File: config.mk
export PLATFORM = sky130hd
export DESIGN_NAME = gpio_port
export DESIGN_NICKNAME = d
export VERILOG_FILES = /design/src/rtl/gpio_pkg.sv /design/src/rtl/gpio_port.sv /design/src/rtl/glitch_filter.sv /design/src/rtl/pin_irq_slot.sv
export SDC_FILE = /design/constraint.sdc
export NUM_CORES = 1
export LEC_CHECK = 0
export BUFFER_PORTS_ARGS = -buffer_cell sky130_fd_sc_hd__buf_2
export CAP_MARGIN = 25
export CORE_UTILIZATION = 55
export CTS_CLUSTER_DIAMETER = 120
export DETAILED_ROUTE_END_ITERATION = 7
export PLACE_DENSITY = 0.78
export SETUP_SLACK_MARGIN = 0.3
export SYNTH_ARGS = -nofsm -noshare
export SYNTH_HDL_FRONTEND = slang
export SYNTH_SLANG_ARGS = --single-unit
File: constraint.sdc
create_clock -name core_clk_i -period 3.8 [get_ports core_clk_i]
set_input_delay 0.38 -clock core_clk_i [delete_from_list [all_inputs] [get_ports core_clk_i]]
set_output_delay 0.38 -clock core_clk_i [all_outputs]
set_load 0.005 [all_outputs]
File: src/rtl/gpio_pkg.sv
/*
  Shared constants for the general purpose port: register offsets, field
  positions, reset values, trigger and pull modes, and filter timing.
  Assumes a 250 MHz core clock and a 12-bit byte address inside the slave.
*/
`default_nettype none
package gpio_pkg;

  // ****************************************
  // Clock and filter timing
  // ****************************************
  localparam int CLK_MHZ = 250;
  localparam int FILT_NS = 10;
  localparam int FILT_OD_NS = 50;
  // Pulses up to the figure are suppressed, so the count rounds up.
  localparam int FILT_CYC = (FILT_NS * CLK_MHZ + 999) / 1000;
  localparam int FILT_OD_CYC = (FILT_OD_NS * CLK_MHZ + 999) / 1000;

  // ****************************************
  // Geometry
  // ****************************************
  localparam int DEF_PINS = 32;
  localparam int DEF_FILT_PINS = 16;
  localparam int DEF_SLOTS = 8;
  localparam int DEF_FUNCS = 3;
  localparam int OD_PIN_A = 2;
  localparam int OD_PIN_B = 3;

  // ****************************************
  // Register offsets
  // ****************************************
  localparam logic [11:0] OFS_DATA = 12'h000;
  localparam logic [11:0] OFS_SET = 12'h004;
  localparam logic [11:0] OFS_CLR = 12'h008;
  localparam logic [11:0] OFS_DIR = 12'h00c;
  localparam logic [11:0] OFS_OUT = 12'h010;
  localparam logic [11:0] OFS_INT_STAT = 12'h020;
  localparam logic [11:0] OFS_INT_MASK = 12'h024;
  localparam logic [11:0] OFS_SLOT_BASE = 12'h040;
  localparam logic [11:0] OFS_CFG_BASE = 12'h100;

  // ****************************************
  // Fields
  // ****************************************
  localparam int CFG_FUNC_LSB = 0;
  localparam int CFG_PULL_LSB = 2;
  localparam int CFG_OD_BIT = 4;
  localparam int CFG_SLEW_BIT = 5;
  localparam int CFG_FILT_BIT = 6;
  localparam int CFG_W = 7;
  localparam int SLOT_PIN_LSB = 0;
  localparam int SLOT_MODE_LSB = 5;
  localparam int SLOT_POL_BIT = 7;
  localparam int SLOT_W = 8;

  typedef enum logic [1:0] {PULL_NONE, PULL_DOWN, PULL_UP, PULL_REPEAT} pull_mode_e;
  typedef enum logic [1:0] {TRIG_LEVEL, TRIG_RISE, TRIG_FALL, TRIG_BOTH} trig_mode_e;

  // ****************************************
  // Reset values
  // ****************************************
  localparam logic [CFG_W-1:0] CFG_RST = 7'h08;
  localparam logic [CFG_W-1:0] CFG_OD_RST = 7'h00;
  localparam logic [SLOT_W-1:0] SLOT_RST = 8'h00;

  localparam logic [1:0] RESP_OKAY = 2'h0;
  localparam logic [1:0] RESP_DECERR = 2'h3;

endpackage
`default_nettype wire

File: src/rtl/gpio_port.sv
/*
  General purpose port with pin configuration, glitch filters and pin
  interrupts, reached over an AXI4-Lite slave.
  Assumes pins are asynchronous, peripherals run on core_clk_i, and the
  pad drives the wire from pin_out_o when pin_oe_n_o is low.
*/
// Implementation choices: the AXI4-Lite slave port and the placing of the registers.
`timescale 1ns/1ps
`default_nettype none
module gpio_port
  import gpio_pkg::*;
#(
  parameter int PINS = DEF_PINS,
  parameter int FILT_PINS = DEF_FILT_PINS,
  parameter int SLOTS = DEF_SLOTS,
  parameter int FUNCS = DEF_FUNCS
) (
  input wire logic core_clk_i,
  input wire logic reset_i,
  input wire logic s_axi_awvalid,
  output logic s_axi_awready,
  input wire logic [11:0] s_axi_awaddr,
  input wire logic s_axi_wvalid,
  output logic s_axi_wready,
  input wire logic [31:0] s_axi_wdata,
  input wire logic [3:0] s_axi_wstrb,
  output logic s_axi_bvalid,
  input wire logic s_axi_bready,
  output logic [1:0] s_axi_bresp,
  input wire logic s_axi_arvalid,
  output logic s_axi_arready,
  input wire logic [11:0] s_axi_araddr,
  output logic s_axi_rvalid,
  input wire logic s_axi_rready,
  output logic [31:0] s_axi_rdata,
  output logic [1:0] s_axi_rresp,
  input wire logic [PINS-1:0] pin_in_i,
  output logic [PINS-1:0] pin_out_o,
  output logic [PINS-1:0] pin_oe_n_o,
  output logic [PINS-1:0] pull_up_o,
  output logic [PINS-1:0] pull_down_o,
  output logic [PINS-1:0] repeater_o,
  output logic [PINS-1:0] slew_slow_o,
  input wire logic [FUNCS-1:0][PINS-1:0] periph_out_i,
  input wire logic [FUNCS-1:0][PINS-1:0] periph_oe_i,
  output logic [PINS-1:0] periph_in_o,
  output logic [SLOTS-1:0] wake_o,
  output logic irq_o
);
  localparam int SELW = $clog2(FILT_PINS);

  // ****************************************
  // Address decode helpers
  // ****************************************
  function automatic logic is_cfg(input logic [11:0] a);
    return a >= OFS_CFG_BASE && a < OFS_CFG_BASE + 12'(4 * PINS);
  endfunction
  function automatic logic is_slot(input logic [11:0] a);
    return a >= OFS_SLOT_BASE && a < OFS_SLOT_BASE + 12'(4 * SLOTS);
  endfunction

  // ****************************************
  // Write channel
  // ****************************************
  logic aw_held_q, w_held_q;
  logic [11:0] awaddr_q;
  logic [31:0] wdata_q;
  logic [3:0] wstrb_q;
  logic wr_go;

  assign s_axi_awready = !aw_held_q;
  assign s_axi_wready = !w_held_q;
  assign wr_go = aw_held_q && w_held_q && !s_axi_bvalid;

  always_ff @(posedge core_clk_i) begin
    if (reset_i) begin
      aw_held_q <= 1'b0;
      awaddr_q <= '0;
    end else if (s_axi_awvalid && s_axi_awready) begin
      aw_held_q <= 1'b1;
      awaddr_q <= {s_axi_awaddr[11:2], 2'b00};
    end else if (wr_go) begin
      aw_held_q <= 1'b0;
    end
  end

  always_ff @(posedge core_clk_i) begin
    if (reset_i) begin
      w_held_q <= 1'b0;
      wdata_q <= '0;
      wstrb_q <= '0;
    end else if (s_axi_wvalid && s_axi_wready) begin
      w_held_q <= 1'b1;
      wdata_q <= s_axi_wdata;
      wstrb_q <= s_axi_wstrb;
    end else if (wr_go) begin
      w_held_q <= 1'b0;
    end
  end

  logic wr_hit;
  assign wr_hit = awaddr_q == OFS_DATA || awaddr_q == OFS_SET || awaddr_q == OFS_CLR
    || awaddr_q == OFS_DIR || awaddr_q == OFS_OUT || awaddr_q == OFS_INT_STAT
    || awaddr_q == OFS_INT_MASK || is_slot(awaddr_q) || is_cfg(awaddr_q);

  always_ff @(posedge core_clk_i) begin
    if (reset_i) begin
      s_axi_bvalid <= 1'b0;
      s_axi_bresp <= RESP_OKAY;
    end else if (wr_go) begin
      s_axi_bvalid <= 1'b1;
      s_axi_bresp <= wr_hit ? RESP_OKAY : RESP_DECERR;
    end else if (s_axi_bready) begin
      s_axi_bvalid <= 1'b0;
    end
  end

  logic [31:0] wmask;
  always_comb begin
    for (int b = 0; b < 4; b++) begin
      wmask[8*b +: 8] = {8{wstrb_q[b]}};
    end
  end

  // ****************************************
  // Port data and direction
  // ****************************************
  logic [PINS-1:0] out_q, dir_q;
  logic [PINS-1:0] wm;
  assign wm = wmask[PINS-1:0];

  always_ff @(posedge core_clk_i) begin
    if (reset_i) begin
      out_q <= '0;
    end else if (wr_go && (awaddr_q == OFS_DATA || awaddr_q == OFS_OUT)) begin
      out_q <= (out_q & ~wm) | (wdata_q[PINS-1:0] & wm);
    end else if (wr_go && awaddr_q == OFS_SET) begin
      out_q <= out_q | (wdata_q[PINS-1:0] & wm);
    end else if (wr_go && awaddr_q == OFS_CLR) begin
      out_q <= out_q & ~(wdata_q[PINS-1:0] & wm);
    end
  end

  always_ff @(posedge core_clk_i) begin
    if (reset_i) begin
      dir_q <= '0;
    end else if (wr_go && awaddr_q == OFS_DIR) begin
      dir_q <= (dir_q & ~wm) | (wdata_q[PINS-1:0] & wm);
    end
  end

  // ****************************************
  // Pin configuration block
  // ****************************************
  logic [CFG_W-1:0] cfg_q [PINS];
  logic [PINS-1:0] sync1_q, sync2_q, filt;
  logic [PINS-1:0] drv_val, drv_en;

  generate
    for (genvar p = 0; p < PINS; p++) begin : g_pin
      localparam logic [11:0] CFG_ADR = OFS_CFG_BASE + 12'(4 * p);
      localparam bit IS_OD = (p == OD_PIN_A) || (p == OD_PIN_B);
      logic [1:0] fsel;
      logic od;
      assign fsel = cfg_q[p][CFG_FUNC_LSB +: 2];
      assign od = cfg_q[p][CFG_OD_BIT] || IS_OD;

      always_ff @(posedge core_clk_i) begin
        if (reset_i) begin
          cfg_q[p] <= IS_OD ? CFG_OD_RST : CFG_RST;
        end else if (wr_go && awaddr_q == CFG_ADR && wstrb_q[0]) begin
          cfg_q[p] <= wdata_q[CFG_W-1:0];
        end
      end

      always_comb begin
        if (fsel == 2'h0 || int'(fsel) > FUNCS) begin
          drv_val[p] = out_q[p];
          drv_en[p] = dir_q[p];
        end else begin
          drv_val[p] = periph_out_i[int'(fsel) - 1][p];
          drv_en[p] = periph_oe_i[int'(fsel) - 1][p];
        end
      end

      // Pads are registered so a bus write and a mux change reach the pin together.
      always_ff @(posedge core_clk_i) begin
        if (reset_i) begin
          pin_out_o[p] <= 1'b0;
          pin_oe_n_o[p] <= 1'b1;
        end else begin
          pin_out_o[p] <= drv_val[p];
          pin_oe_n_o[p] <= !(drv_en[p] && !(od && drv_val[p]));
        end
      end

      assign pull_up_o[p] = pull_mode_e'(cfg_q[p][CFG_PULL_LSB +: 2]) == PULL_UP;
      assign pull_down_o[p] = pull_mode_e'(cfg_q[p][CFG_PULL_LSB +: 2]) == PULL_DOWN;
      assign repeater_o[p] = pull_mode_e'(cfg_q[p][CFG_PULL_LSB +: 2]) == PULL_REPEAT;
      assign slew_slow_o[p] = cfg_q[p][CFG_SLEW_BIT];

      if (p < FILT_PINS) begin : g_filt
        glitch_filter #(.CYC(IS_OD ? FILT_OD_CYC : FILT_CYC)) u_filt (
          .core_clk_i(core_clk_i),
          .reset_i(reset_i),
          .en_i(cfg_q[p][CFG_FILT_BIT]),
          .d_i(sync2_q[p]),
          .q_o(filt[p])
        );
      end else begin : g_raw
        assign filt[p] = sync2_q[p];
      end
    end
  endgenerate

  always_ff @(posedge core_clk_i) begin
    if (reset_i) begin
      sync1_q <= '1;
      sync2_q <= '1;
    end else begin
      sync1_q <= pin_in_i;
      sync2_q <= sync1_q;
    end
  end

  assign periph_in_o = filt;

  // ****************************************
  // Pin interrupts
  // ****************************************
  logic [SLOT_W-1:0] slot_q [SLOTS];
  logic [SLOTS-1:0] stat, mask_q;

  generate
    for (genvar s = 0; s < SLOTS; s++) begin : g_slot
      localparam logic [11:0] SLOT_ADR = OFS_SLOT_BASE + 12'(4 * s);
      logic [SELW-1:0] psel;
      assign psel = slot_q[s][SLOT_PIN_LSB +: SELW];

      always_ff @(posedge core_clk_i) begin
        if (reset_i) begin
          slot_q[s] <= SLOT_RST;
        end else if (wr_go && awaddr_q == SLOT_ADR && wstrb_q[0]) begin
          slot_q[s] <= wdata_q[SLOT_W-1:0];
        end
      end

      // The source is read from the pin level whatever function the pin serves.
      pin_irq_slot u_slot (
        .core_clk_i(core_clk_i),
        .reset_i(reset_i),
        .lvl_i(filt[psel]),
        .mode_i(slot_q[s][SLOT_MODE_LSB +: 2]),
        .pol_i(slot_q[s][SLOT_POL_BIT]),
        .clr_i(wr_go && awaddr_q == OFS_INT_STAT && wstrb_q[0] && wdata_q[s]),
        .stat_o(stat[s]),
        .wake_o(wake_o[s])
      );
    end
  endgenerate

  always_ff @(posedge core_clk_i) begin
    if (reset_i) begin
      mask_q <= '0;
    end else if (wr_go && awaddr_q == OFS_INT_MASK && wstrb_q[0]) begin
      mask_q <= wdata_q[SLOTS-1:0];
    end
  end

  assign irq_o = |(stat & mask_q);

  // ****************************************
  // Read channel
  // ****************************************
  logic [31:0] rd_val;
  logic rd_hit;
  logic [11:0] ra;
  assign ra = {s_axi_araddr[11:2], 2'b00};
  assign s_axi_arready = !s_axi_rvalid;

  always_comb begin
    rd_val = '0;
    rd_hit = 1'b1;
    if (ra == OFS_DATA) begin
      rd_val[PINS-1:0] = sync2_q;
    end else if (ra == OFS_SET || ra == OFS_CLR || ra == OFS_OUT) begin
      rd_val[PINS-1:0] = out_q;
    end else if (ra == OFS_DIR) begin
      rd_val[PINS-1:0] = dir_q;
    end else if (ra == OFS_INT_STAT) begin
      rd_val[SLOTS-1:0] = stat;
    end else if (ra == OFS_INT_MASK) begin
      rd_val[SLOTS-1:0] = mask_q;
    end else if (is_slot(ra)) begin
      rd_val[SLOT_W-1:0] = slot_q[ra[2 +: $clog2(SLOTS)]];
    end else if (is_cfg(ra)) begin
      rd_val[CFG_W-1:0] = cfg_q[ra[2 +: $clog2(PINS)]];
    end else begin
      rd_hit = 1'b0;
    end
  end

  always_ff @(posedge core_clk_i) begin
    if (reset_i) begin
      s_axi_rvalid <= 1'b0;
      s_axi_rdata <= '0;
      s_axi_rresp <= RESP_OKAY;
    end else if (s_axi_arvalid && s_axi_arready) begin
      s_axi_rvalid <= 1'b1;
      s_axi_rdata <= rd_val;
      s_axi_rresp <= rd_hit ? RESP_OKAY : RESP_DECERR;
    end else if (s_axi_rready) begin
      s_axi_rvalid <= 1'b0;
    end
  end

  // ****************************************
  // Checks
  // ****************************************
  set_keeps_a: assert property (@(posedge core_clk_i) disable iff (reset_i)
    wr_go && awaddr_q == OFS_SET |=> out_q == ($past(out_q) | ($past(wdata_q[PINS-1:0]) & $past(wm))))
    else $error("set write disturbed unselected bits");
  clr_keeps_a: assert property (@(posedge core_clk_i) disable iff (reset_i)
    wr_go && awaddr_q == OFS_CLR |=> out_q == ($past(out_q) & ~($past(wdata_q[PINS-1:0]) & $past(wm))))
    else $error("clear write disturbed unselected bits");
  full_write_a: assert property (@(posedge core_clk_i) disable iff (reset_i)
    wr_go && awaddr_q == OFS_DATA && wstrb_q == 4'hf |=> out_q == $past(wdata_q[PINS-1:0]))
    else $error("full write did not load every bit");
  write_resp_a: assert property (@(posedge core_clk_i) disable iff (reset_i)
    wr_go |=> s_axi_bvalid ##0 (s_axi_bresp == (($past(wr_hit)) ? RESP_OKAY : RESP_DECERR)))
    else $error("write response late or wrong");
  read_resp_a: assert property (@(posedge core_clk_i) disable iff (reset_i)
    s_axi_arvalid && s_axi_arready |=> s_axi_rvalid && s_axi_rdata == $past(rd_val))
    else $error("read answer late or wrong");
  reset_input_a: assert property (@(posedge core_clk_i)
    $fell(reset_i) |-> pin_oe_n_o == '1 && pull_up_o[OD_PIN_A] == 1'b0 && pull_up_o[0] == 1'b1)
    else $error("pins not inputs with pull-up after reset");
  port_drive_a: assert property (@(posedge core_clk_i) disable iff (reset_i)
    cfg_q[0][1:0] == 2'h0 && !cfg_q[0][CFG_OD_BIT] && $stable(cfg_q[0]) |=> pin_oe_n_o[0] == !$past(dir_q[0]))
    else $error("direction register does not steer the pin");
  open_drain_a: assert property (@(posedge core_clk_i) disable iff (reset_i)
    cfg_q[1][CFG_OD_BIT] && drv_val[1] |=> pin_oe_n_o[1])
    else $error("open-drain pin drove high");
  irq_level_a: assert property (@(posedge core_clk_i) disable iff (reset_i)
    irq_o |-> (stat & mask_q) != '0)
    else $error("interrupt output mismatch");

  set_write_c: cover property (@(posedge core_clk_i) wr_go && awaddr_q == OFS_SET);
  irq_raise_c: cover property (@(posedge core_clk_i) $rose(irq_o));
  periph_pin_c: cover property (@(posedge core_clk_i) cfg_q[5][1:0] == 2'h1 && !pin_oe_n_o[5]);
  bad_addr_c: cover property (@(posedge core_clk_i) s_axi_rvalid && s_axi_rresp == RESP_DECERR);
endmodule
`default_nettype wire

File: src/rtl/glitch_filter.sv
/*
  One-pin input glitch filter with a bypass.
  Assumes d_i is already synchronised to core_clk_i.
*/
`timescale 1ns/1ps
`default_nettype none
module glitch_filter #(
  parameter int CYC = 3
) (
  input wire logic core_clk_i,
  input wire logic reset_i,
  input wire logic en_i,
  input wire logic d_i,
  output logic q_o
);
  localparam int CW = $clog2(CYC + 1);
  localparam logic [CW-1:0] CYC_V = CW'(CYC);
  logic [CW-1:0] cnt_q;
  logic lvl_q;

  // A new level passes only after it has held for more than CYC samples.
  always_ff @(posedge core_clk_i) begin
    if (reset_i) begin
      cnt_q <= '0;
      lvl_q <= 1'b1;
    end else if (!en_i || d_i == lvl_q) begin
      cnt_q <= '0;
      lvl_q <= d_i;
    end else if (cnt_q == CYC_V) begin
      cnt_q <= '0;
      lvl_q <= d_i;
    end else begin
      cnt_q <= cnt_q + 1'b1;
    end
  end

  assign q_o = lvl_q;

  short_pulse_a: assert property (@(posedge core_clk_i) disable iff (reset_i)
    $past(en_i) && $changed(lvl_q) |-> $past(d_i) == lvl_q && $past(cnt_q) == CYC_V)
    else $error("filter passed a level that had not held long enough");
endmodule
`default_nettype wire

File: src/rtl/pin_irq_slot.sv
/*
  One pin interrupt slot: level or edge detection with a pending flag.
  Assumes lvl_i is a synchronised, optionally filtered pin level.
*/
`timescale 1ns/1ps
`default_nettype none
module pin_irq_slot
  import gpio_pkg::*;
(
  input wire logic core_clk_i,
  input wire logic reset_i,
  input wire logic lvl_i,
  input wire logic [1:0] mode_i,
  input wire logic pol_i,
  input wire logic clr_i,
  output logic stat_o,
  output logic wake_o
);
  logic prev_q;
  logic pend_q;
  logic rise, fall, edge_hit, lvl_hit;

  always_ff @(posedge core_clk_i) begin
    if (reset_i) begin
      // Starts at the synchronisers' reset level, so no false edge follows reset.
      prev_q <= 1'b1;
    end else begin
      prev_q <= lvl_i;
    end
  end

  always_comb begin
    rise = lvl_i && !prev_q;
    fall = !lvl_i && prev_q;
    case (trig_mode_e'(mode_i))
      TRIG_RISE: edge_hit = rise;
      TRIG_FALL: edge_hit = fall;
      TRIG_BOTH: edge_hit = rise || fall;
      default: edge_hit = 1'b0;
    endcase
    lvl_hit = (trig_mode_e'(mode_i) == TRIG_LEVEL) && (lvl_i == pol_i);
  end

  // An edge in the clearing cycle keeps the flag set.
  always_ff @(posedge core_clk_i) begin
    if (reset_i) begin
      pend_q <= 1'b0;
    end else if (edge_hit) begin
      pend_q <= 1'b1;
    end else if (clr_i || trig_mode_e'(mode_i) == TRIG_LEVEL) begin
      pend_q <= 1'b0;
    end
  end

  assign stat_o = (pend_q && trig_mode_e'(mode_i) != TRIG_LEVEL) || lvl_hit;
  assign wake_o = edge_hit || lvl_hit;

  edge_sticky_a: assert property (@(posedge core_clk_i) disable iff (reset_i)
    edge_hit |=> pend_q)
    else $error("edge did not latch the pending flag");
  level_follow_a: assert property (@(posedge core_clk_i) disable iff (reset_i)
    mode_i == 2'h0 |-> stat_o == (lvl_i == pol_i))
    else $error("level status does not follow the pin");
endmodule
`default_nettype wire

== Yosys cells after proc, flatten, opt, wreduce, memory -nomap -nowiden ==
Memories as Yosys holds them, arrays and structs flattened.
Cells that the tools add are included.

* Logic and storage cells: 1,459
* Input bits: 291
* Register bits after elaboration: 354
* Memories: 2
* Bits in writable memories: 288
* Output and inout bits: 274

* Multiplexer cells: 518
* Eq/ne operators: 212
* Bitwise logic cells: 50
* Order comparisons: 48
* Reductions and logical operators: 454
* $add $sub $neg: 48

{| class="wikitable"
|+ Memory list
! memory !! words !! width !! read ports !! clocked after memory_dff !! write ports !! line !! text
|-
| cfg_q || 32 || 7 || 33 || 0 || 32 || gpio_port.sv:155 || <nowiki>logic [CFG_W-1:0] cfg_q [PINS];</nowiki>
|-
| slot_q || 8 || 8 || 9 || 0 || 8 || gpio_port.sv:231 || <nowiki>logic [SLOT_W-1:0] slot_q [SLOTS];</nowiki>
|}

{| class="wikitable"
|+ Operators with widths
! operator !! count
|-
| $bmux W32 S2 || 64
|-
| $eq A10 B7 Y1 const B || 32
|-
| $mux W32 || 9
|-
| $mux W7 || 38
|-
| $mux W1 || 261
|-
| $logic_and A1 B1 Y1 || 199
|-
| $eq A2 B2 Y1 const B || 94
|-
| $and A32 B32 Y32 || 4
|-
| $lt A3 B4 Y1 const B || 32
|-
| $mux W31 || 4
|-
| $mux W24 || 5
|-
| $mux W30 || 4
|-
| $mux W8 || 15
|-
| $mux W29 || 4
|-
| $mux W28 || 4
|-
| $mux W27 || 4
|-
| $mux W26 || 4
|-
| $logic_not A1 Y1 || 100
|-
| $mux W25 || 4
|-
| $or A32 B32 Y32 || 3
|-
| $sub A2 B1 Y3 const B || 32
|-
| $mux W23 || 4
|-
| $mux W22 || 4
|-
| $mux W21 || 4
|-
| other kinds (44) || 402
|}

== Longest topological paths before layout ==
Gate-level depths: netlist (run 1).

* Depth in word-level cells: 10
* Depth in mapped cells: 12
* Depth with buffers taken out: 11

== Hierarchy ==
From an unflattened synthesis (run 1), not the netlist that was laid out.

* Cells, all modules: 2,966
* Area, all modules: 31,403.9 um^2

{| class="wikitable"
|+ By module, submodules not included
! module !! sequential area each (um^2) !! times used !! area each (um^2) !! cells an instance
|-
| gpio_port || 14,333.7 || 1 || 28,050.7 || 2,628
|-
| glitch_filter (g_pin[0].g_filt.u_filt ...) || 60.1 || 14 || 126.4 || 11
|-
| pin_irq_slot || 40.0 || 8 || 145.1 || 18
|-
| glitch_filter (g_pin[2].g_filt.u_filt ...) || 100.1 || 2 || 211.5 || 20
|}

== Least setup slack after synthesis (run 1) ==
Ideal clock, no wire load.

* Path kind: reg2out
* Start point: mem slot_q[4][2]
* End point: out irq_o
* Slack: 0.966 ns
* Cell stages (with the launch flop): 7
* Data arrival time: 2.454 ns
* Required time: 3.420 ns
* Path buffers: 0
* Cells stage by stage: edfxtp_1 mux4_2 mux4_2 xnor2_1 a21boi_0 o22ai_1 or4_1

{| class="wikitable"
|+ RTL lines
! what !! line !! text
|-
| start, declared || gpio_port.sv:231 ||
|-
| end, declared || gpio_port.sv:48 || <nowiki>output logic irq_o</nowiki>
|}

==> qor.csv, run 1 <==
stage;metric;value;unit
run_status;status;finished, violations left;
run_status;failing checks;design-rule violations;
setup_path;Top delay family on crit path;multiplexers;
clock_network;Num CTS Buffers;68;
clock_network;clk_lat worst skew;0.62;ns
setup_path;Setup crit start kind;register;
power_and_ir_drop;Tot Pwr;15.9;mW
yosys;FFs w/ async S/R, synth;0;
global_route;pin count of the biggest net entering global routing;244;
yosys;Mapped Nets;3398;
clock_network;CTS Buffer Depth;3;
setup_path;Worst Setup End Kind;output pin;
clock_network;CTS tree;done;
layout;most frequent cells in the layout;buf_2 (553), dfxtp_1 (342), edfxtp_1 (288);
drt;via count;27100;
placed_design;placed insts;4171;
yosys;Cell variety after synth;67;
sta;relative slew slack;0.228;
worst_hold_path;min-delay worst type;in2reg;
job;Max Cap Viol;0;
setup_path;crit path kind;reg2out;
setup_path;Worst Path Required;3.42;ns
floorplan;# IOs;565;
sta;Final Hold Viols;0;
global_route;vias in the first global route;25200;
setup_path;Max FO, Critical Path;4;
global_route;initial antenna violation count;10;
floorplan;row count;87;
global_route;grt total ovfl;0;
floorplan;Die Wd;241;um
layout;Post-Layout Cell Count;4409;
setup_path;Max stage delay on crit path;0.53;ns
drt;total routed wirelength;114000;um
global_route;first-pass GRT wire length;162000;um
setup_path;Worst EP arrival;3.37;ns
placed_design;gpl congestion;0.979;
clock_network;Clock Sink Count;640;
placed_design;IO buf count;560;
setup_path;Worst R2R Setup Slack;0.11;ns
yosys;Post-Syn Area;31500;um^2
floorplan;Die Height;241;um
drt;DR iter-0 viols;3361;
layout;commonest non-fill, non-tap cell in the layout;buf_2;
yosys;Synth Warn #;0;
setup_path;CP cell instances;mux4_2, mux2_4, o21ai_4, inv_2, xor2_2, o21ai_2, a22o_1, or4_4, buf_6;
layout;layout cells sized above 1;0.276;
sta;clk_skew;0.0259;ns
global_route;GR Util All Layers;0.386;
setup_path;Slowest cell on crit path;mux4_2;
yosys;Seq cells post-synth;640;
layout;Multi-input gate area;14300;um^2
yosys;Synth Flop Type;dfxtp_1;
sta;Max Slew Vio Count;0;
drt;DRC violations left;5;
drt;Avg WL per Cell;25.9;um
sta;Final Critical Period;3.75;ns
placed_design;DP Area;34600;um^2
clock_network;Max H-tree Level;3;
yosys;number of synthesized flops with an enable pin;288;
layout;area grow syn2layout;20.3;%
layout;Filler cells;4366;
clock_network;Root Buffer;clkbuf_16;
layout;nets;3944;
power_and_ir_drop;Leakage;15.4;nW
drt;ANT nets after route;0;
drt;DRT Pass-1 Iters;8;
floorplan;core area;56500;um^2
sta;post-route setup TNS;0;ns
sta;RSZ-0062 raised after global routing;true;
yosys;Mean Syn Cell Area;10.4;um^2
yosys;register area share after synthesis;0.498;
sta;actual slew at the worst max-slew pin;1.16;ns
floorplan;Initial Util;0.558;
sta;Max Freq;0.267;GHz
layout;post-route cell area;38000;um^2
clock_network;clk slew on worst S/H paths;0.06;ns
power_and_ir_drop;Pwr per Cell Area;419;nW/um^2
drt;vias per inst;6.15;
sta;final setup vio count;0;
setup_path;CP Buf/Inv Count;2;
floorplan;Die ar.;58300;um^2
placed_design;DP HPWL;83900;um
yosys;Gate Count Post-Synth;3041;
layout;Seq. cell area;15700;um^2
power_and_ir_drop;Max VDD drop;328;uV
sta;Tcrit/Tclk final;0.987;
## worst reg2reg max path, cell delays in order, from the launching register on
cell	delay, ns
edfxtp_1	0.48
mux4_2	0.53
mux4_2	0.56
buf_4	0.18
buf_6	0.11
ha_1	0.26
nand2_1	0.06
o211ai_1	0.11
o21ai_1	0.13
buf_4	0.15
buf_4	0.12
buf_4	0.12
buf_4	0.12
buf_4	0.12
buf_4	0.12
buf_4	0.12
buf_4	0.12
nor2_2	0.09
nor2_1	0.04
## synthesized netlist by cell type (all sizes together) (3+ instances only)
master,number,area share
a211o,8,0.0022
a211oi,23,0.0055
a21boi,6,0.0014
a21o,28,0.0067
a21oi,215,0.034
a221oi,7,0.0019
a222oi,17,0.0054
a22oi,30,0.0071
a311oi,8,0.0024
a31oi,26,0.0052
a41o,3,0.00095
and2,244,0.048
and3,57,0.011
buf,106,0.022
clkbuf,134,0.016
dfxtp,352,0.22
edfxtp,288,0.27
ha,66,0.026
inv,149,0.018
mux2,18,0.0064
mux2i,121,0.038
mux4,101,0.072
nand2,219,0.026
nand2b,34,0.0067
nand3,64,0.010
nand4,3,0.00059
nor2,266,0.032
nor2b,84,0.017
nor3,15,0.0025
nor4,20,0.0044
nor4b,15,0.0044
o211ai,10,0.0024
o21a,3,0.00071
o21ai,86,0.014
o21bai,24,0.0057
o221ai,34,0.011
o22ai,3,0.00059
or2,75,0.015
or3,38,0.0079
or4,3,0.00095
xnor2,24,0.0067
xor2,4,0.0011
## sequential cells by signal (all words and copies together) (netlist names), named ones only
name / count
sync2_q: 32
wdata_q: 32
s_axi_rvalid: 1
g_slot.u_slot.prev_q: 8
g_slot.u_slot.pend_q: 8
mask_q: 8
slot_q: 64
w_held_q: 1
g_pin.g_filt.u_filt.q_o: 16
s_axi_bresp: 1
g_pin.g_filt.u_filt.cnt_q: 36
pin_oe_n_o: 32
pin_out_o: 32
s_axi_bvalid: 1
awaddr_q: 10
s_axi_rresp: 1
wstrb_q: 4
sync1_q: 32
aw_held_q: 1
s_axi_rdata: 32
cfg_q: 224
## where the power goes
part	switching (mW)	total (mW)	internal, mW
logic	0.844	1.54	0.698
clock network	2.82	6.67	3.86
registers	0.301	7.71	7.41
total	3.96	15.9	12.0
## cell families (layout without fill, tap and decap cells)
family / count (synthesis) / count (layout) / synth area share
AOI/OAI and AO/OA: 537 / 537 / 0.108
xor gates and xnor gates: 28 / 28 / 0.00777
buffers and inverters: 390 / 988 / 0.0554
other: 0 / 14 / 0
DFF: 640 / 640 / 0.498
and+or+nand+nor: 1139 / 1139 / 0.188
muxes: 240 / 240 / 0.117
adders and majority gates: 67 / 67 / 0.0265
## cell type report
| class | instances | share of cell area |
|---|---|---|
| antenna | 14 | 0.000923 |
| clock buffer | 100 | 0.0526 |
| clock inverter | 22 | 0.00557 |
| inverter | 150 | 0.0148 |
| multi-input combinational | 2011 | 0.376 |
| sequential | 640 | 0.414 |
| tap | 756 | 0.0249 |
| timing repair buffer | 716 | 0.111 |
## what timing repair did
item	CTS	global route
hold buffers	60	0
endpoints found under the setup margin	7	11
setup buffers	33	9
resized for setup	23	36
endpoints found under the hold margin	60	0
pin swaps	6	7
## metrics by stage
| stage | hold slack [ns] | worst slack [ns] | utilization |
|---|---|---|---|
| after floorplan | 0.389 | 0.966 | - |
| after global placement | 0.392 | 0.453 | 0.612 |
| after detailed placement | 0.393 | 0.417 | 0.612 |
| after CTS | 0.00163 | 0.0551 | 0.668 |
| after global routing | 0.00974 | -0.0420 | 0.672 |
| final | 0.0169 | 0.0497 | 0.672 |
## per-layer routing
metal	vias up	GRT usage	wire length, um
li1	11800	-	-
met1	13000	0.499	42200
met2	1880	0.597	50700
met3	343	0.107	15100
met4	2	0.190	6260
met5	-	0	20
## path summary, 6_finish.rpt
kind	depth (start not counted)	to	startpoint
max	9	irq_o	slot_q[5][2]$_SDFFCE_PN0P_
min	3	wdata_q[12]$_SDFFE_PP0P_	s_axi_wdata[12]
max reg2reg	18	g_slot[6].u_slot.pend_q$_SDFFE_PP0P_	slot_q[6][2]$_SDFFCE_PN0P_
min reg2reg	1	sync2_q[21]$_SDFF_PP1_	sync1_q[21]$_SDFF_PP1_
Power figures use the tool's default switching activity.
==> run 2, diff against run 1 <==
MAX_ROUTING_LAYER = met4   (was unset)
==> run 2 against run 1 <==
  * The flow still finishes with violations (design-rule violations)
  * Sequential power about the same
  * Routed wire length decreased by 0.96%
  * Power decreased by 1.2%
  * Core utilization decreased by 0.39 points
  * Hold slack got worse by 0.00056 ns
  * Critical path type unchanged
==> qor.csv, run 2 (synthesis gave the netlist of run 1 again) <==
stage;metric;value;unit;change
setup_path;CP endpoint;irq_o;;unchanged
drt;DRC violations left;20;;was 5
clock_network;Clock Sink Count;640;;unchanged
sta;clk_skew;0.0310;ns;was 0.0259 ns
global_route;initial antenna violation count;9;;was 10
layout;area grow syn2layout;19.6;%;was 20.3%
setup_path;Setup crit start kind;register;;unchanged
global_route;pin count of the biggest net entering global routing;177;;was 244
power_and_ir_drop;Max VDD drop;293;uV;was 328 uV
sta;Tcrit/Tclk final;0.971;;was 0.987
sta;Final Hold Viols;0;;unchanged
drt;DR iter-0 viols;3354;;was 3361
floorplan;Die Height;241;um;unchanged
power_and_ir_drop;Pwr per Cell Area;417;nW/um^2;was 419 nW/um^2
sta;hold slack;0.0163;ns;was 0.0169 ns
power_and_ir_drop;net switching power;3.93;mW;was 3.96 mW
clock_network;Num CTS Buffers;66;;was 68
global_route;first-pass GRT wire length;161000;um;was 162000 um
power_and_ir_drop;Int Pwr;11.8;mW;was 12.0 mW
setup_path;Worst R2R Start;awaddr_q[7]$_SDFFE_PP0P_;;was slot_q[6][2]$_SDFFCE_PN0P_
sta;Max Freq;0.271;GHz;was 0.267 GHz
setup_path;crit path kind;reg2out;;unchanged
power_and_ir_drop;Comb pwr share;0.098;;was 0.097
setup_path;most used cell, CP;mux4_2;;
floorplan;Die ar.;58300;um^2;unchanged
setup_path;CP Buf/Inv Count;1;;was 2
floorplan;Die Wd;241;um;unchanged
run_status;status;finished, violations left;;unchanged
clock_network;CTS Buffer Depth;3;;unchanged
clock_network;clk slew on worst S/H paths;0.06;ns;about the same
sta;Final Critical Period;3.69;ns;was 3.75 ns
drt;via count;26800;;was 27100
drt;Avg WL per Cell;25.8;um;was 25.9 um
global_route;vias in the first global route;24600;;was 25200
placed_design;IO buf count;560;;unchanged
layout;Top reg by flops;cfg_q;;unchanged
setup_path;Worst Setup SP;slot_q[4][2]$_SDFFCE_PN0P_;;was slot_q[5][2]$_SDFFCE_PN0P_
run_status;failing checks;design-rule violations;;unchanged
placed_design;gpl congestion;1.02;;was 0.979
setup_path;Max FO, Critical Path;5;;was 4
global_route;grt total ovfl;0;;unchanged
layout;layout cells sized above 1;0.273;;was 0.276
placed_design;DP HPWL;83500;um;was 83900 um
setup_path;CP cell instances;mux4_2, mux4_2, xnor2_2, a21boi_2, o22ai_1, or4_4, buf_6;;was mux4_2, mux2_4, o21ai_4, inv_2, xor2_2, o21ai_2, a22o_1, or4_4, buf_6
clock_network;CTS tree;done;;unchanged
layout;Filler cells;4443;;was 4366
global_route;GR Util All Layers;0.396;;was 0.386
setup_path;Levels on crit path;7;;was 9
floorplan;Initial Util;0.558;;unchanged
layout;commonest non-fill, non-tap cell in the layout;buf_2;;unchanged
floorplan;row count;87;;unchanged
drt;total routed wirelength;113000;um;was 114000 um
layout;flip-flop count of the largest register after layout;224;;unchanged
sta;setup ws final;0.112;ns;was 0.0497 ns
floorplan;# IOs;565;;unchanged
clock_network;Root Buffer;clkbuf_16;;unchanged
clock_network;clk_lat worst skew;0.62;ns;about the same
setup_path;Worst Setup End Kind;output pin;;unchanged
power_and_ir_drop;sequential power share;0.489;;was 0.484
setup_path;Top delay family on crit path;multiplexers;;unchanged
layout;biggest regs;cfg_q (224), slot_q (64), g_pin.g_filt.u_filt.cnt_q (36);;unchanged
setup_path;Worst R2R Setup Slack;0.85;ns;was 0.11 ns
clock_network;Max H-tree Level;3;;unchanged
layout;most frequent cells in the layout;buf_2 (553), dfxtp_1 (342), edfxtp_1 (288);;unchanged
floorplan;core area;56500;um^2;unchanged
sta;relative slew slack;0.255;;was 0.228
sta;actual slew at the worst max-slew pin;1.12;ns;was 1.16 ns
drt;vias per inst;6.11;;was 6.15
layout;Post-Layout Cell Count;4385;;was 4409
layout;nets;3921;;was 3944
setup_path;Register-to-Register Path Depth;7;;was 18
setup_path;Worst Path Required;3.42;ns;about the same
placed_design;pre-CTS setup slack;0.481;ns;was 0.417 ns
sta;final setup vio count;0;;unchanged
setup_path;Max stage delay on crit path;0.57;ns;was 0.53 ns
power_and_ir_drop;sw frac;0.250;;was 0.249
sta;post-route setup TNS;0;ns;unchanged
worst_hold_path;min-delay worst type;in2reg;;unchanged
sta;Max Slew Vio Count;0;;unchanged
power_and_ir_drop;Leakage;15.2;nW;was 15.4 nW
setup_path;Slowest cell on crit path;mux4_2;;unchanged
placed_design;placed insts;4168;;was 4171
drt;DRT Pass-1 Iters;8;;unchanged
sta;RSZ-0062 raised after global routing;true;;unchanged
setup_path;FF-to-FF End;cfg_q[14][5]$_SDFFCE_PN0P_;;was g_slot[6].u_slot.pend_q$_SDFFE_PP0P_
job;Max Cap Viol;0;;unchanged
setup_path;Worst EP arrival;3.31;ns;was 3.37 ns
drt;ANT nets after route;0;;unchanged
power_and_ir_drop;Clk network pwr share;0.413;;was 0.419
## run 2: worst reg2reg max path, stage by stage (launching register included)
cell,delay [ns]
dfxtp_1,0.31
nor4_1,0.27
buf_4,0.18
nand3_1,0.14
or3_1,0.41
or2_1,0.53
nor2_1,0.75
and2_1,0.22
## run 2: metal layers
| metal | vias up | track usage | wire length, um |
|---|---|---|---|
| met3 | 315 | 0.104 | 15100 |
| met1 | 12700 | 0.502 | 41500 |
| met4 | 0 | 0.186 | 6130 |
| li1 | 11800 | - | - |
| met2 | 1971 | 0.590 | 50400 |
| met5 | - | - | 0 |
## run 2: power by group through the flow
| stage | Combinational, mW | Sequential [mW] | Clock [mW] |
|---|---|---|---|
| after floorplan | 0.911 | 7.66 | 0 |
| after global placement | 1.39 | 7.82 | 0 |
| after detailed placement | 1.41 | 7.83 | 0 |
| after CTS | 1.50 | 7.68 | 6.50 |
| after global routing | 1.64 | 7.71 | 6.79 |
| final | 1.54 | 7.70 | 6.49 |
## run 2: repair_timing
| item | CTS | global route |
|---|---|---|
| endpoints found under the hold margin | 61 | 0 |
| resized for setup | 31 | 21 |
| hold buffers | 61 | 0 |
| setup endpoints to repair | 5 | 9 |
| setup buffers | 18 | 5 |
| pin swaps | 13 | 3 |
## run 2: final cells by class
class | count | area [um^2] | area share
repair buffers | 695 | 4070 | 0.108
well taps | 756 | 946 | 0.0251
clock buffers | 93 | 1890 | 0.0500
flip-flops and latches | 640 | 15700 | 0.416
multi-input cells | 2011 | 14300 | 0.379
inverters | 150 | 563 | 0.0149
clock inverters | 28 | 253 | 0.00670
diodes | 12 | 30.0 | 0.000796
## run 2: worst min-delay path by stage
stage                                       from                       end  slack (ns)  depth (start not counted)
after floorplan            sync1_q[0]$_SDFF_PP1_     sync2_q[0]$_SDFF_PP1_        0.39                          1
after global placement    sync1_q[16]$_SDFF_PP1_    sync2_q[16]$_SDFF_PP1_        0.39                          1
after detailed placement  sync1_q[16]$_SDFF_PP1_    sync2_q[16]$_SDFF_PP1_        0.39                          1
after CTS                         s_axi_wdata[8]   wdata_q[8]$_SDFFE_PP0P_      0.0001                          3
after global routing             s_axi_wdata[12]  wdata_q[12]$_SDFFE_PP0P_        0.02                          3
final                             s_axi_wdata[8]   wdata_q[8]$_SDFFE_PP0P_        0.02                          3
## run 2: per-stage QoR
step	instance area (um^2)	util	power, mW
after floorplan	31500	-	8.57
after global placement	34600	0.612	9.21
after detailed placement	34600	0.612	9.24
after CTS	37600	0.665	15.7
after global routing	37700	0.668	16.1
final	37700	0.668	15.7
